--- src/core/fcc_pkg.sv ---
// fcc_pkg: register map, field layout, codes and timing of the floppy control command unit
// assumes a 100 MHz system clock and an APB master with 32-bit data
package fcc_pkg;

  // ------------------------------------------------------------
  // register offsets (byte addresses)
  // ------------------------------------------------------------
  localparam int          ADDR_W      = 8;
  localparam logic [7:0]  OFF_CMD     = 8'h00;
  localparam logic [7:0]  OFF_TIMING  = 8'h04;
  localparam logic [7:0]  OFF_STATUS  = 8'h08;
  localparam logic [7:0]  OFF_RESULT  = 8'h0C;
  localparam logic [7:0]  OFF_IDCAP   = 8'h10;
  localparam logic [7:0]  OFF_CYL     = 8'h14;
  localparam logic [7:0]  OFF_DRVST   = 8'h18;

  // ------------------------------------------------------------
  // field positions
  // ------------------------------------------------------------
  localparam int CMD_OP_LSB     = 0;
  localparam int CMD_DRV_LSB    = 4;
  localparam int CMD_CYL_LSB    = 8;
  localparam int TIM_STEP_LSB   = 0;
  localparam int TIM_UNLOAD_LSB = 4;
  localparam int TIM_LOAD_LSB   = 8;
  localparam int TIM_MODE_BIT   = 15;
  localparam int TIM_RATE_LSB   = 16;
  localparam int TIM_PERP_BIT   = 18;
  localparam int ST0_SE_BIT     = 5;
  localparam int ST0_EC_BIT     = 4;
  localparam int ST0_HEAD_BIT   = 2;
  localparam int ST3_TRK0_BIT   = 4;
  localparam int ST3_IDX_BIT    = 3;

  // ------------------------------------------------------------
  // command codes, cause codes, data rates
  // ------------------------------------------------------------
  localparam logic [3:0] OP_SEEK     = 4'h1;
  localparam logic [3:0] OP_RECAL    = 4'h2;
  localparam logic [3:0] OP_READID   = 4'h3;
  localparam logic [3:0] OP_SENSEINT = 4'h4;
  localparam logic [3:0] OP_SENSEDRV = 4'h5;

  localparam logic [1:0] IC_NORMAL   = 2'h0;
  localparam logic [1:0] IC_ABNORMAL = 2'h1;
  localparam logic [1:0] IC_INVALID  = 2'h2;
  localparam logic [1:0] IC_POLL     = 2'h3;

  localparam logic [1:0] RATE_500K = 2'h0;
  localparam logic [1:0] RATE_300K = 2'h1;
  localparam logic [1:0] RATE_250K = 2'h2;
  localparam logic [1:0] RATE_1M   = 2'h3;

  // ------------------------------------------------------------
  // reset values
  // ------------------------------------------------------------
  localparam logic [3:0] STEP_CODE_RST   = 4'h0;
  localparam logic [3:0] UNLOAD_CODE_RST = 4'h0;
  localparam logic [6:0] LOAD_CODE_RST   = 7'h00;
  localparam logic [1:0] RATE_RST        = RATE_500K;

  // ------------------------------------------------------------
  // timing: one tick is 1 ms at 500 kbps and scales with the rate
  // ------------------------------------------------------------
  localparam int unsigned CLK_PERIOD_NS  = 10;
  localparam int unsigned TICK_US        = 1000;
  localparam int unsigned TICK_CYC_DEF   = TICK_US * 1000 / CLK_PERIOD_NS;
  localparam int unsigned STEP_PULSE_NS  = 1000;
  localparam int unsigned STEP_PULSE_CYC = (STEP_PULSE_NS + CLK_PERIOD_NS - 1) / CLK_PERIOD_NS;
  localparam logic [8:0]  STEP_BASE_TICKS = 9'h010;
  localparam logic [8:0]  ZERO_CODE_TICKS = 9'h100;
  localparam logic [6:0]  RECAL_MAX_STEPS = 7'h4F;
  localparam logic [5:0]  GAP2_CONV_BYTES = 6'h16;
  localparam logic [5:0]  GAP2_PERP_BYTES = 6'h29;

  typedef enum logic [2:0] {
    ST_IDLE = 3'b001,
    ST_CMD  = 3'b010,
    ST_RDID = 3'b100
  } fcc_state_t;

endpackage : fcc_pkg

--- src/core/fcc_ctrl_unit.sv ---
// fcc_ctrl_unit: control commands of a floppy controller (seek, recalibrate, read id,
// sense interrupt, sense drive, timing) behind an APB slave, for four drives
// assumes synchronous drive inputs and a data path that reports id fields and byte requests
//
// Added by the designer: the register addresses and the APB register port.
`timescale 1ns/1ps
`default_nettype none

module fcc_ctrl_unit #(
  parameter int unsigned TICK_CYC = fcc_pkg::TICK_CYC_DEF
) (
  input  wire logic                        sys_clk,
  input  wire logic                        reset_n,
  input  wire logic [fcc_pkg::ADDR_W-1:0]  paddr,
  input  wire logic                        psel,
  input  wire logic                        penable,
  input  wire logic                        pwrite,
  input  wire logic [31:0]                 pwdata,
  output logic      [31:0]                 prdata,
  output logic                             pready,
  output logic                             pslverr,
  input  wire logic [3:0]                  trackZero,
  input  wire logic                        indexPulse,
  input  wire logic                        idValid,
  input  wire logic [31:0]                 idField,
  input  wire logic                        lowPower,
  input  wire logic                        rwStart,
  input  wire logic                        rwEnd,
  input  wire logic                        resultEnter,
  input  wire logic                        byteReq,
  output logic      [3:0]                  stepPulse,
  output logic      [3:0]                  stepDir,
  output logic                             intOut,
  output logic                             transferRequest,
  output logic                             transferIntr,
  output logic                             headLoad,
  output logic                             headReady,
  output logic      [5:0]                  gap2Len
);
  import fcc_pkg::*;

  // ------------------------------------------------------------
  // declarations
  // ------------------------------------------------------------
  fcc_state_t  state_r;
  logic [3:0]  stepCode_r, unloadCode_r;
  logic [6:0]  loadCode_r;
  logic        nonDma_r, perp_r;
  logic [1:0]  rate_r;
  logic [3:0]  cmdOp_r;
  logic [1:0]  cmdDrv_r;
  logic [7:0]  cmdCyl_r;
  logic [7:0]  pcn_r [4];
  logic [7:0]  ncn_r [4];
  logic [1:0]  posMode_r [4];
  logic [6:0]  recalCnt_r [4];
  logic [7:0]  drvSt0_r [4];
  logic [3:0]  doneEv_r;
  logic [3:0]  drvPend_r;
  logic        pollPend_r, otherPend_r;
  logic [7:0]  resSt0_r, resPcn_r, resSt1_r, st3_r;
  logic [31:0] idCap_r;
  logic [1:0]  idxCnt_r;
  logic        idxDly_r, lowDly_r;
  logic [19:0] tickCnt_r;
  logic        tick_r;
  logic [8:0]  stepTmr_r;
  logic        stepNow_r;
  logic [7:0]  pulseCnt_r;
  logic [8:0]  headTmr_r;
  logic        unloading_r;
  logic        accessNow, wrEn, lpExit, idxRise, cmdWr, inCmd;
  logic [19:0] tickLen;
  logic [8:0]  stepTicks, loadTicks, unloadTicks;

  localparam logic [1:0] POS_IDLE  = 2'h0;
  localparam logic [1:0] POS_SEEK  = 2'h1;
  localparam logic [1:0] POS_RECAL = 2'h2;

  assign accessNow = psel & penable & ~pready;
  // a write lands on the edge where the master samples pready high
  assign wrEn      = psel & penable & pwrite & pready;
  assign cmdWr     = wrEn & (paddr == OFF_CMD) & (state_r == ST_IDLE);
  assign inCmd     = (state_r == ST_CMD);
  assign lpExit    = lowDly_r & ~lowPower;
  assign idxRise   = indexPulse & ~idxDly_r;

  // ------------------------------------------------------------
  // apb slave, one wait state
  // ------------------------------------------------------------
  always_ff @(posedge sys_clk or negedge reset_n) begin
    if (!reset_n) begin
      pready  <= 1'b0;
      pslverr <= 1'b0;
      prdata  <= 32'h0000_0000;
    end else begin
      pready  <= accessNow;
      pslverr <= 1'b0;
      prdata  <= 32'h0000_0000;
      if (accessNow) begin
        unique case (paddr)
          OFF_CMD:    prdata <= {16'h0000, cmdCyl_r, 2'b00, cmdDrv_r, cmdOp_r};
          OFF_TIMING: prdata <= {13'h0000, perp_r, rate_r, nonDma_r, loadCode_r,
                                 unloadCode_r, stepCode_r};
          // busy drops after the command phase (after the id search for read id), per-drive busy stays until sensed
          OFF_STATUS: prdata <= {24'h000000, headReady, transferIntr, intOut,
                                 drvPend_r | doneEv_r | {(posMode_r[3] != POS_IDLE),
                                 (posMode_r[2] != POS_IDLE), (posMode_r[1] != POS_IDLE),
                                 (posMode_r[0] != POS_IDLE)},
                                 (state_r != ST_IDLE)};
          OFF_RESULT: prdata <= {8'h00, resSt1_r, resPcn_r, resSt0_r};
          OFF_IDCAP:  prdata <= idCap_r;
          OFF_CYL:    prdata <= {pcn_r[3], pcn_r[2], pcn_r[1], pcn_r[0]};
          OFF_DRVST:  prdata <= {24'h000000, st3_r};
          default:    pslverr <= 1'b1;
        endcase
      end
    end
  end

  // ------------------------------------------------------------
  // timing command
  // ------------------------------------------------------------
  always_ff @(posedge sys_clk or negedge reset_n) begin
    if (!reset_n) begin
      stepCode_r   <= STEP_CODE_RST;
      unloadCode_r <= UNLOAD_CODE_RST;
      loadCode_r   <= LOAD_CODE_RST;
      nonDma_r     <= 1'b0;
      rate_r       <= RATE_RST;
      perp_r       <= 1'b0;
    end else if (wrEn && paddr == OFF_TIMING) begin
      stepCode_r   <= pwdata[TIM_STEP_LSB +: 4];
      unloadCode_r <= pwdata[TIM_UNLOAD_LSB +: 4];
      loadCode_r   <= pwdata[TIM_LOAD_LSB +: 7];
      nonDma_r     <= pwdata[TIM_MODE_BIT];
      rate_r       <= pwdata[TIM_RATE_LSB +: 2];
      perp_r       <= pwdata[TIM_PERP_BIT];
    end
  end

  // ------------------------------------------------------------
  // rate-scaled tick and delay lengths
  // ------------------------------------------------------------
  always_comb begin
    unique case (rate_r)
      RATE_1M:   tickLen = 20'(TICK_CYC / 2);
      RATE_250K: tickLen = 20'(TICK_CYC * 2);
      RATE_300K: tickLen = 20'(TICK_CYC * 5 / 3);
      default:   tickLen = 20'(TICK_CYC);
    endcase
    stepTicks   = STEP_BASE_TICKS - {5'h00, stepCode_r};
    loadTicks   = (loadCode_r == 7'h00) ? ZERO_CODE_TICKS : {1'b0, loadCode_r, 1'b0};
    unloadTicks = (unloadCode_r == 4'h0) ? ZERO_CODE_TICKS : {1'b0, unloadCode_r, 4'h0};
  end

  always_ff @(posedge sys_clk or negedge reset_n) begin
    if (!reset_n) begin
      tickCnt_r <= 20'h00000;
      tick_r    <= 1'b0;
    end else begin
      tick_r    <= (tickCnt_r >= tickLen - 20'h00001);
      tickCnt_r <= (tickCnt_r >= tickLen - 20'h00001) ? 20'h00000 : tickCnt_r + 20'h00001;
    end
  end

  // free-running step clock: the first interval after a start may be shorter
  always_ff @(posedge sys_clk or negedge reset_n) begin
    if (!reset_n) begin
      stepTmr_r <= 9'h000;
      stepNow_r <= 1'b0;
    end else begin
      stepNow_r <= 1'b0;
      if (tick_r) begin
        if (stepTmr_r <= 9'h001) begin
          stepTmr_r <= stepTicks;
          stepNow_r <= 1'b1;
        end else begin
          stepTmr_r <= stepTmr_r - 9'h001;
        end
      end
    end
  end

  // ------------------------------------------------------------
  // head positioning, all drives step on the same interval
  // ------------------------------------------------------------
  always_ff @(posedge sys_clk or negedge reset_n) begin
    if (!reset_n) begin
      for (int d = 0; d < 4; d++) begin
        pcn_r[d]      <= 8'h00;
        ncn_r[d]      <= 8'h00;
        posMode_r[d]  <= POS_IDLE;
        recalCnt_r[d] <= 7'h00;
        drvSt0_r[d]   <= 8'h00;
      end
      doneEv_r   <= 4'h0;
      stepPulse  <= 4'h0;
      stepDir    <= 4'h0;
      pulseCnt_r <= 8'h00;
    end else begin
      doneEv_r <= 4'h0;
      if (pulseCnt_r != 8'h00) begin
        pulseCnt_r <= pulseCnt_r - 8'h01;
      end else begin
        stepPulse <= 4'h0;
      end
      for (int d = 0; d < 4; d++) begin
        if (lpExit) begin
          pcn_r[d]     <= 8'h00;
          drvSt0_r[d]  <= 8'h00;
          posMode_r[d] <= POS_IDLE;
        end else if (inCmd && cmdDrv_r == 2'(d) && posMode_r[d] == POS_IDLE
                     && (cmdOp_r == OP_SEEK || cmdOp_r == OP_RECAL)) begin
          ncn_r[d]      <= cmdCyl_r;
          recalCnt_r[d] <= 7'h00;
          if (cmdOp_r == OP_RECAL) begin
            pcn_r[d]     <= 8'h00;
            posMode_r[d] <= POS_RECAL;
          end else begin
            posMode_r[d] <= POS_SEEK;
          end
        end else if (stepNow_r && posMode_r[d] == POS_SEEK) begin
          if (pcn_r[d] == ncn_r[d]) begin
            drvSt0_r[d]  <= {IC_NORMAL, 1'b1, 1'b0, 2'b00, 2'(d)};
            doneEv_r[d]  <= 1'b1;
            posMode_r[d] <= POS_IDLE;
          end else begin
            stepPulse[d] <= 1'b1;
            stepDir[d]   <= (pcn_r[d] < ncn_r[d]);
            pcn_r[d]     <= (pcn_r[d] < ncn_r[d]) ? pcn_r[d] + 8'h01 : pcn_r[d] - 8'h01;
          end
        end else if (stepNow_r && posMode_r[d] == POS_RECAL) begin
          if (trackZero[d]) begin
            drvSt0_r[d]  <= {IC_NORMAL, 1'b1, 1'b0, 2'b00, 2'(d)};
            doneEv_r[d]  <= 1'b1;
            posMode_r[d] <= POS_IDLE;
          end else if (recalCnt_r[d] == RECAL_MAX_STEPS) begin
            drvSt0_r[d]  <= {IC_ABNORMAL, 1'b1, 1'b1, 2'b00, 2'(d)};
            doneEv_r[d]  <= 1'b1;
            posMode_r[d] <= POS_IDLE;
          end else begin
            stepPulse[d]  <= 1'b1;
            stepDir[d]    <= 1'b0;
            recalCnt_r[d] <= recalCnt_r[d] + 7'h01;
          end
        end
      end
      if (stepNow_r) begin
        pulseCnt_r <= 8'(STEP_PULSE_CYC);
      end
    end
  end

  // ------------------------------------------------------------
  // command sequencer, results and interrupt sources
  // ------------------------------------------------------------
  always_ff @(posedge sys_clk or negedge reset_n) begin
    if (!reset_n) begin
      state_r     <= ST_IDLE;
      cmdOp_r     <= 4'h0;
      cmdDrv_r    <= 2'h0;
      cmdCyl_r    <= 8'h00;
      idCap_r     <= 32'h0000_0000;
      idxCnt_r    <= 2'h0;
      resSt0_r    <= 8'h00;
      resPcn_r    <= 8'h00;
      resSt1_r    <= 8'h00;
      st3_r       <= 8'h00;
      drvPend_r   <= 4'h0;
      // a single polling interrupt follows reset
      pollPend_r  <= 1'b1;
      otherPend_r <= 1'b0;
    end else begin
      unique case (state_r)
        ST_IDLE: begin
          if (cmdWr) begin
            cmdOp_r  <= pwdata[CMD_OP_LSB +: 4];
            cmdDrv_r <= pwdata[CMD_DRV_LSB +: 2];
            cmdCyl_r <= pwdata[CMD_CYL_LSB +: 8];
            state_r  <= ST_CMD;
          end
        end
        ST_CMD: begin
          state_r <= ST_IDLE;
          if (cmdOp_r == OP_READID) begin
            idxCnt_r <= 2'h0;
            state_r  <= ST_RDID;
          end else if (cmdOp_r == OP_SENSEDRV) begin
            st3_r <= {3'b000, trackZero[cmdDrv_r], indexPulse, 1'b0, cmdDrv_r};
          end else if (cmdOp_r == OP_SENSEINT) begin
            // priority: polling, then lowest drive, then data-path events
            if (pollPend_r) begin
              pollPend_r <= 1'b0;
              resSt0_r   <= {IC_POLL, 6'h00};
            end else if (drvPend_r != 4'h0) begin
              for (int d = 3; d >= 0; d--) begin
                if (drvPend_r[d]) begin
                  resSt0_r <= drvSt0_r[d];
                  resPcn_r <= pcn_r[d];
                end
              end
              drvPend_r <= drvPend_r & (drvPend_r - 4'h1);
            end else if (otherPend_r) begin
              otherPend_r <= 1'b0;
            end else begin
              resSt0_r <= {IC_INVALID, 6'h00};
            end
          end
        end
        ST_RDID: begin
          if (idValid) begin
            idCap_r     <= idField;
            resSt0_r    <= {IC_NORMAL, 3'b000, 1'b0, cmdDrv_r};
            resSt1_r    <= 8'h00;
            otherPend_r <= 1'b1;
            state_r     <= ST_IDLE;
          end else if (idxRise && idxCnt_r == 2'h1) begin
            resSt0_r    <= {IC_ABNORMAL, 3'b000, 1'b0, cmdDrv_r};
            resSt1_r    <= 8'h01;
            otherPend_r <= 1'b1;
            state_r     <= ST_IDLE;
          end else if (idxRise) begin
            idxCnt_r <= idxCnt_r + 2'h1;
          end
        end
        default: state_r <= ST_IDLE;
      endcase
      // new events win over a sense in the same cycle
      drvPend_r <= (inCmd && cmdOp_r == OP_SENSEINT && !pollPend_r)
                   ? ((drvPend_r & (drvPend_r - 4'h1)) | doneEv_r)
                   : (drvPend_r | doneEv_r);
      if (resultEnter) begin
        otherPend_r <= 1'b1;
      end
      if (lpExit) begin
        resSt0_r    <= 8'h00;
        resPcn_r    <= 8'h00;
        resSt1_r    <= 8'h00;
        st3_r       <= 8'h00;
        idCap_r     <= 32'h0000_0000;
        drvPend_r   <= 4'h0;
        pollPend_r  <= 1'b0;
        otherPend_r <= 1'b0;
      end
    end
  end

  always_ff @(posedge sys_clk or negedge reset_n) begin
    if (!reset_n) begin
      idxDly_r <= 1'b0;
      lowDly_r <= 1'b0;
    end else begin
      idxDly_r <= indexPulse;
      lowDly_r <= lowPower;
    end
  end

  // ------------------------------------------------------------
  // interrupt and transfer signalling
  // ------------------------------------------------------------
  always_ff @(posedge sys_clk or negedge reset_n) begin
    if (!reset_n) begin
      intOut          <= 1'b0;
      transferRequest <= 1'b0;
      transferIntr    <= 1'b0;
      gap2Len         <= GAP2_CONV_BYTES;
    end else begin
      transferRequest <= byteReq & ~nonDma_r;
      transferIntr    <= byteReq & nonDma_r;
      intOut          <= pollPend_r | otherPend_r | (|drvPend_r) | transferIntr;
      gap2Len         <= perp_r ? GAP2_PERP_BYTES : GAP2_CONV_BYTES;
    end
  end

  // ------------------------------------------------------------
  // head load and unload delays
  // ------------------------------------------------------------
  always_ff @(posedge sys_clk or negedge reset_n) begin
    if (!reset_n) begin
      headLoad    <= 1'b0;
      headReady   <= 1'b0;
      headTmr_r   <= 9'h000;
      unloading_r <= 1'b0;
    end else if (rwStart) begin
      headLoad    <= 1'b1;
      unloading_r <= 1'b0;
      if (!headReady) begin
        headTmr_r <= loadTicks;
      end
    end else if (rwEnd && headLoad) begin
      unloading_r <= 1'b1;
      headTmr_r   <= unloadTicks;
    end else if (tick_r && headTmr_r != 9'h000) begin
      headTmr_r <= headTmr_r - 9'h001;
      if (headTmr_r == 9'h001) begin
        headReady <= ~unloading_r;
        headLoad  <= ~unloading_r;
        unloading_r <= 1'b0;
      end
    end
  end

endmodule : fcc_ctrl_unit

`default_nettype wire

--- config.mk ---
export PLATFORM = sky130hd
export DESIGN_NAME = fcc_ctrl_unit
export DESIGN_NICKNAME = d
export VERILOG_FILES = /design/src/core/fcc_pkg.sv /design/src/core/fcc_ctrl_unit.sv
export SDC_FILE = /design/constraint.sdc
export NUM_CORES = 1
export LEC_CHECK = 0
export ABC_AREA = 1
export BUFFER_PORTS_ARGS = -buffer_cell sky130_fd_sc_hd__clkbuf_2
export CAP_MARGIN = 5
export CORE_MARGIN = 1.5
export CORE_UTILIZATION = 50
export DETAILED_ROUTE_END_ITERATION = 6
export GPL_ROUTABILITY_DRIVEN = 0
export PLACE_DENSITY = 0.69
export SETUP_SLACK_MARGIN = 0.15
export SYNTH_ARGS = -nofsm -noshare
export SYNTH_HDL_FRONTEND = slang
export SYNTH_SLANG_ARGS = --single-unit
export TNS_END_PERCENT = 1
--- constraint.sdc ---
create_clock -name sys_clk -period 5.7 [get_ports sys_clk]
set_input_delay 0.855 -clock sys_clk [delete_from_list [all_inputs] [get_ports sys_clk]]
set_output_delay 0.855 -clock sys_clk [all_outputs]
set_load 0.02 [all_outputs]
# Word-level counts from Yosys, hierarchy flattened
# Cells that the tools add are included.
[classes]
addsub = 20
order_cmp = 7
n_eq_ne = 106
mux = 266
bitwise_logic = 29
reduce_logical = 127
[ops]
columns = ["op", "n"]
rows = [
  ["$mux 8", 83],
  ["$pmux 32 s7", 1],
  ["$mux 7", 20],
  ["$mux 32", 4],
  ["$mux 1", 103],
  ["$mux 2", 33],
  ["$mux 9", 7],
  ["$ne 2x2->1 const B", 28],
  ["$pmux 18 s3", 1],
  ["$reduce_bool 2->1", 22],
  ["$reduce_bool 4->1", 10],
  ["$sub 8x1->8 const B", 5],
  ["$reduce_bool 3->1", 12],
  ["$add 8x1->8 const B", 4],
  ["$eq 8x8->1", 4],
  ["$lt 8x8->1", 4],
  ["$ne 3x3->1 const B", 10],
  ["$reduce_and 3->1", 10],
  ["$add 7x1->7 const B", 4],
  ["$eq 7x7->1 const B", 4],
  ["$logic_and 1x1->1", 26],
  ["$reduce_and 5->1", 5],
  ["$reduce_bool 5->1", 5],
  ["$eq 8x5->1 const B", 3],
  ["56 further kinds", 147],
]
[totals]
register_bits = 348
out_inout_bits = 53
wordCells = 618

# Logic depth before layout (Yosys ltp)
[logic_depth]
depth_word = 11
depth_mapped = 18
ltp_nobuf = 18

# Least setup slack after synthesis
# Ideal clock, no wire load.
[synth_timing]
path_type = "register to register"
start = "register pcn_r[31] in the netlist's numbering"
end = "register pcn_r[28] in the netlist's numbering"
setup_ns = 0.074
t_arrival_ns = 2.309
slack_ns = 3.317
stages_incl_launch_ff = 11
n_path_buf = 0
cell_sequence = "dfrtp_1 > ha_1 > a21o_1 > nor2_1 > nand2_1 > ha_1 > a21oi_1 > nand2_1 > xnor2_1 > or2_2 > o21ai_2"
[synth_via]
elab_chain_cells = 6
[synth_rtl]
columns = ["element", "line_no", "text"]
rows = [
  ["start: declaration", "fcc_ctrl_unit.sv:53", "logic [7:0] pcn_r [4];"],
  ["start signal: indexed assignment", "fcc_ctrl_unit.sv:231", "pcn_r[d] <= (pcn_r[d] < ncn_r[d]) ? pcn_r[d] + 8'h01 : pcn_r[d] - 8'h01;"],
  ["$lt 8x8->1", "fcc_ctrl_unit.sv:231", ""],
  ["$mux 8", "fcc_ctrl_unit.sv:231", ""],
  ["$mux 8", "fcc_ctrl_unit.sv:224", "if (pcn_r[d] == ncn_r[d]) begin"],
  ["$mux 8", "fcc_ctrl_unit.sv:223", "end else if (stepNow_r && posMode_r[d] == POS_SEEK) begin"],
  ["$mux 8", "fcc_ctrl_unit.sv:213", "end else if (inCmd && cmdDrv_r == 2'(d) && posMode_r[d] == POS_IDLE"],
  ["$mux 8", "fcc_ctrl_unit.sv:209", "if (lpExit) begin"],
]
# Several ways; a longest one is shown, not always the timed one. The select of a mux whose other input is x is not followed.
# A chain may end at the register's enable or synchronous reset.

# Final worst setup path
[layout_timing]
start = "register pcn_r[27] in the netlist's numbering"
end = "register pcn_r[28] in the netlist's numbering"
[layout_via]
elab_chain_cells = 6
[layout_rtl]
columns = ["element", "line_no"]
rows = [
  ["$sub 8x1->8 (tied with other cells)", "fcc_ctrl_unit.sv:231"],
  ["$mux 8", "fcc_ctrl_unit.sv:231"],
  ["$mux 8", "fcc_ctrl_unit.sv:224"],
  ["$mux 8", "fcc_ctrl_unit.sv:223"],
  ["$mux 8", "fcc_ctrl_unit.sv:213"],
  ["$mux 8", "fcc_ctrl_unit.sv:209"],
]
# Several ways; a longest one is shown, not always the timed one. The select of a mux whose other input is x is not followed.

==> results.json <==
{
  "grtUsageMet3": 0.0460,
  "grt_pass1_wl_um": 76300,
  "async_reset_ff_frac": 1.00,
  "critical_path.max_fanout": 9,
  "fin_crit_ps": 2830,
  "vias": 15200,
  "crit_start": "pcn_r[27]",
  "rows": 67,
  "start_util": 0.511,
  "instances_no_fill": 2770,
  "ys_seq_area_frac": 0.446,
  "p_sw_mw": 1.84,
  "status": "complete, no violations",
  "cts.reportedPaths.clkPinSlew_ps": 60,
  "clock_sinks": 307,
  "synth_area_leaders": "dfrtp_1, nand2_1, ha_1, inv_1, nand3_1",
  "nets": 2477,
  "n_antenna_cell": 0,
  "ys_types": 57,
  "vias_per_cell": 5.48,
  "cts_tree": "yes",
  "area_growth_pct": 13.8,
  "tightest_slew_ps": 988,
  "setup_ws_ps": 2870,
  "fmax_mhz": 353,
  "reg2reg_from": "pcn_r[27]",
  "final_core_utilization": 0.582,
  "total_power_mw": 6.30,
  "worst_skew_pair.late_latency_ps": 530,
  "drc_errors": 0,
  "grt_max_degree": 99,
  "timing.rr.end": "pcn_r[28]",
  "synth_top_flop_cell": "dfrtp_1",
  "postCtsSetupBuffers": 0,
  "p_leak_nw": 9.94,
  "die-width_um": 189,
  "final_cell_area_um2": 19600,
  "io_pins": 141,
  "post-synth-top-count-cell": "nand2_1",
  "hold_viol_final": 0,
  "cts_resized": 0,
  "fp.dieArea_um2": 35600,
  "io_buffers": 127,
  "placedCellCount": 2705,
  "synthesis.nets": 2355,
  "rsz0062_at_grt": "false",
  "hpwl_um": 34400,
  "dp_slack_ps": 2620,
  "drtPass1Iterations": 6,
  "clock-skew-final_ps": 23.9,
  "htreeDepth": 2,
  "cts-root-buf": "clkbuf_16",
  "synth_top_area_share": 0.442,
  "combPwrFrac": 0.190,
  "cp-start-kind": "flop",
  "avgSynthCellArea_um2": 7.92,
  "post-route-period-util": 0.497,
  "drive_gt1_frac": 0.121,
  "clkPwrFrac": 0.419,
  "synthCells": 2174,
  "core_area_um2": 33700,
  "final_antenna_net_count": 0,
  "numCtsBuffers": 37,
  "peakVddDrop_v": 0.000323,
  "ys_ff_latch": 307,
  "netlist_area_um2": 17200,
  "ys_top_cells_by_count": "nand2_1, dfrtp_1, inv_1, nor2_1, nand3_1",
  "cp.required_ps": 6150,
  "grt_antenna_before_repair": 0,
  "cts.hold.buffers_added": 0,
  "worstSetupEndpointType": "flop",
  "slew_headroom": 0.340,
  "cts_buffer_depth": 3,
  "dr.first_iter.drc_count": 1265,
  "track_usage": 0.268,
  "reg2reg_depth": 13,
  "wl_per_cell_um": 16.9,
  "criticalPathCategory": "reg2reg",
  "setup_viol": 0,
  "arrival_ps": 3280,
  "tns_ps": 0,
  "p_per_area_nw_per_um2": 322,
  "ys_warn_count": 0,
  "p_int_mw": 4.46,
  "synth_area_leader_cell": "dfrtp_1",
  "finalMaxSlewViolations": 0,
  "dieHeight_um": 189,
  "grt_pass1_vias": 14600,
  "multi_input_area_um2": 8250,
  "sw_frac_of_total": 0.292,
  "maxCapViolations": 0,
  "regArea_um2": 7690,
  "crit_end": "pcn_r[28]",
  "r2r_setup_slack_ps": 2870,
  "pwr-share-seq": 0.391,
  "placed_area_um2": 18200,
  "synth_edf_count": 0,
  "finalHoldWorstSlack_ps": 301,
  "drt-total-wl_um": 46900,
  "min_path_type": "in2async",
  "grt_busiest_layer": "met2",
  "fill_cells": 3070,
  "overflow": 0,
  "met2_usage": 0.434,
  "gr-usage-met1": 0.364
}
## registers in the layout, summed over array words and instances, names as in the netlist, 9 cells and up
register	flops
tickCnt_r	20
pcn_r	32
ncn_r	32
headTmr_r	9
idCap_r	32
recalCnt_r	28
stepTmr_r	9
prdata	32
## layer usage
| metal | wire length, um | vias up |
|---|---|---|
| li1 | - | 7346 |
| met5 | 0 | - |
| met2 | 21800 | 489 |
| met4 | 1540 | 0 |
| met3 | 3360 | 105 |
| met1 | 20100 | 7245 |
## power groups by stage
stage	Sequential (mW)	Clock (mW)	Combinational, mW
2_1_floorplan	2.45	0	0.905
6_report	2.47	2.64	1.20
3_3_place_gp	2.49	0	1.15
4_1_cts	2.46	2.68	1.20
3_5_place_dp	2.50	0	1.19
5_1_grt	2.48	2.78	1.39
## cells by family (layout without fill, tap and decap cells)
family | after synthesis | in the layout | share of synthesized area
buf+inv | 315 | 463 | 0.0747
compound gates | 359 | 359 | 0.117
simple gates | 1041 | 1041 | 0.263
flops | 307 | 307 | 0.446
xor+xnor | 58 | 58 | 0.0295
other cells | 1 | 1 | 0.000218
fa+ha+maj | 93 | 93 | 0.0693
## worst min path at each step
stage	start	endpoint	slack, ps
floorplan	perp_r	gap2Len[3]	350
global placement	perp_r	gap2Len[3]	360
detailed placement	perp_r	gap2Len[3]	360
CTS	reset_n	tickCnt_r[7]	330
global route	reset_n	tickCnt_r[4]	350
finish	reset_n	tickCnt_r[7]	300
## critical path, stage by stage, from the launching register on
cell and delay [ps]:
dfrtp_1 600, ha_1 320, nand2_1 70, inv_1 50, nand2_1 60, nand2_1 40, nand2_1 90, nand2_1 240
ha_1 440, a21oi_1 250, nand2_1 100, xnor2_1 120, or2_2 280, o21ai_2 120
## cells in the final DEF (no fill, tap or decap), types with 4 or more instances in the layout
cell type   instances
o211ai_1           12
nor2_2              7
fa_1                4
xor2_1             39
clkbuf_8            8
nand4_1            34
nor2_4              7
o21ai_2            10
a21oi_1            89
nand3_1           178
clkbuf_16          38
a21o_1             10
o21ai_1            21
buf_4              10
dfrtp_1           304
a31oi_1            10
nand2_4             6
clkinvlp_4          4
or2_2              11
ha_1               89
nor2_1            186
inv_1             247
inv_2              11
bufinv_16           8
o22ai_1            14
clkbuf_2          126
nor3_1             22
nor4_1              4
o21ai_0           170
xnor2_1            19
nand2_2            13
nand3b_1            4
nand2_1           559
o31ai_1             5
## layout make-up
class,count,area share
well taps,448,0.0286
flip-flops and latches,307,0.392
inverters,260,0.0500
clock inverters,16,0.0156
repair buffers,138,0.0378
clock buffers,49,0.0547
multi-input cells,1552,0.421
Note: power is estimated with default switching activity, not from simulation.
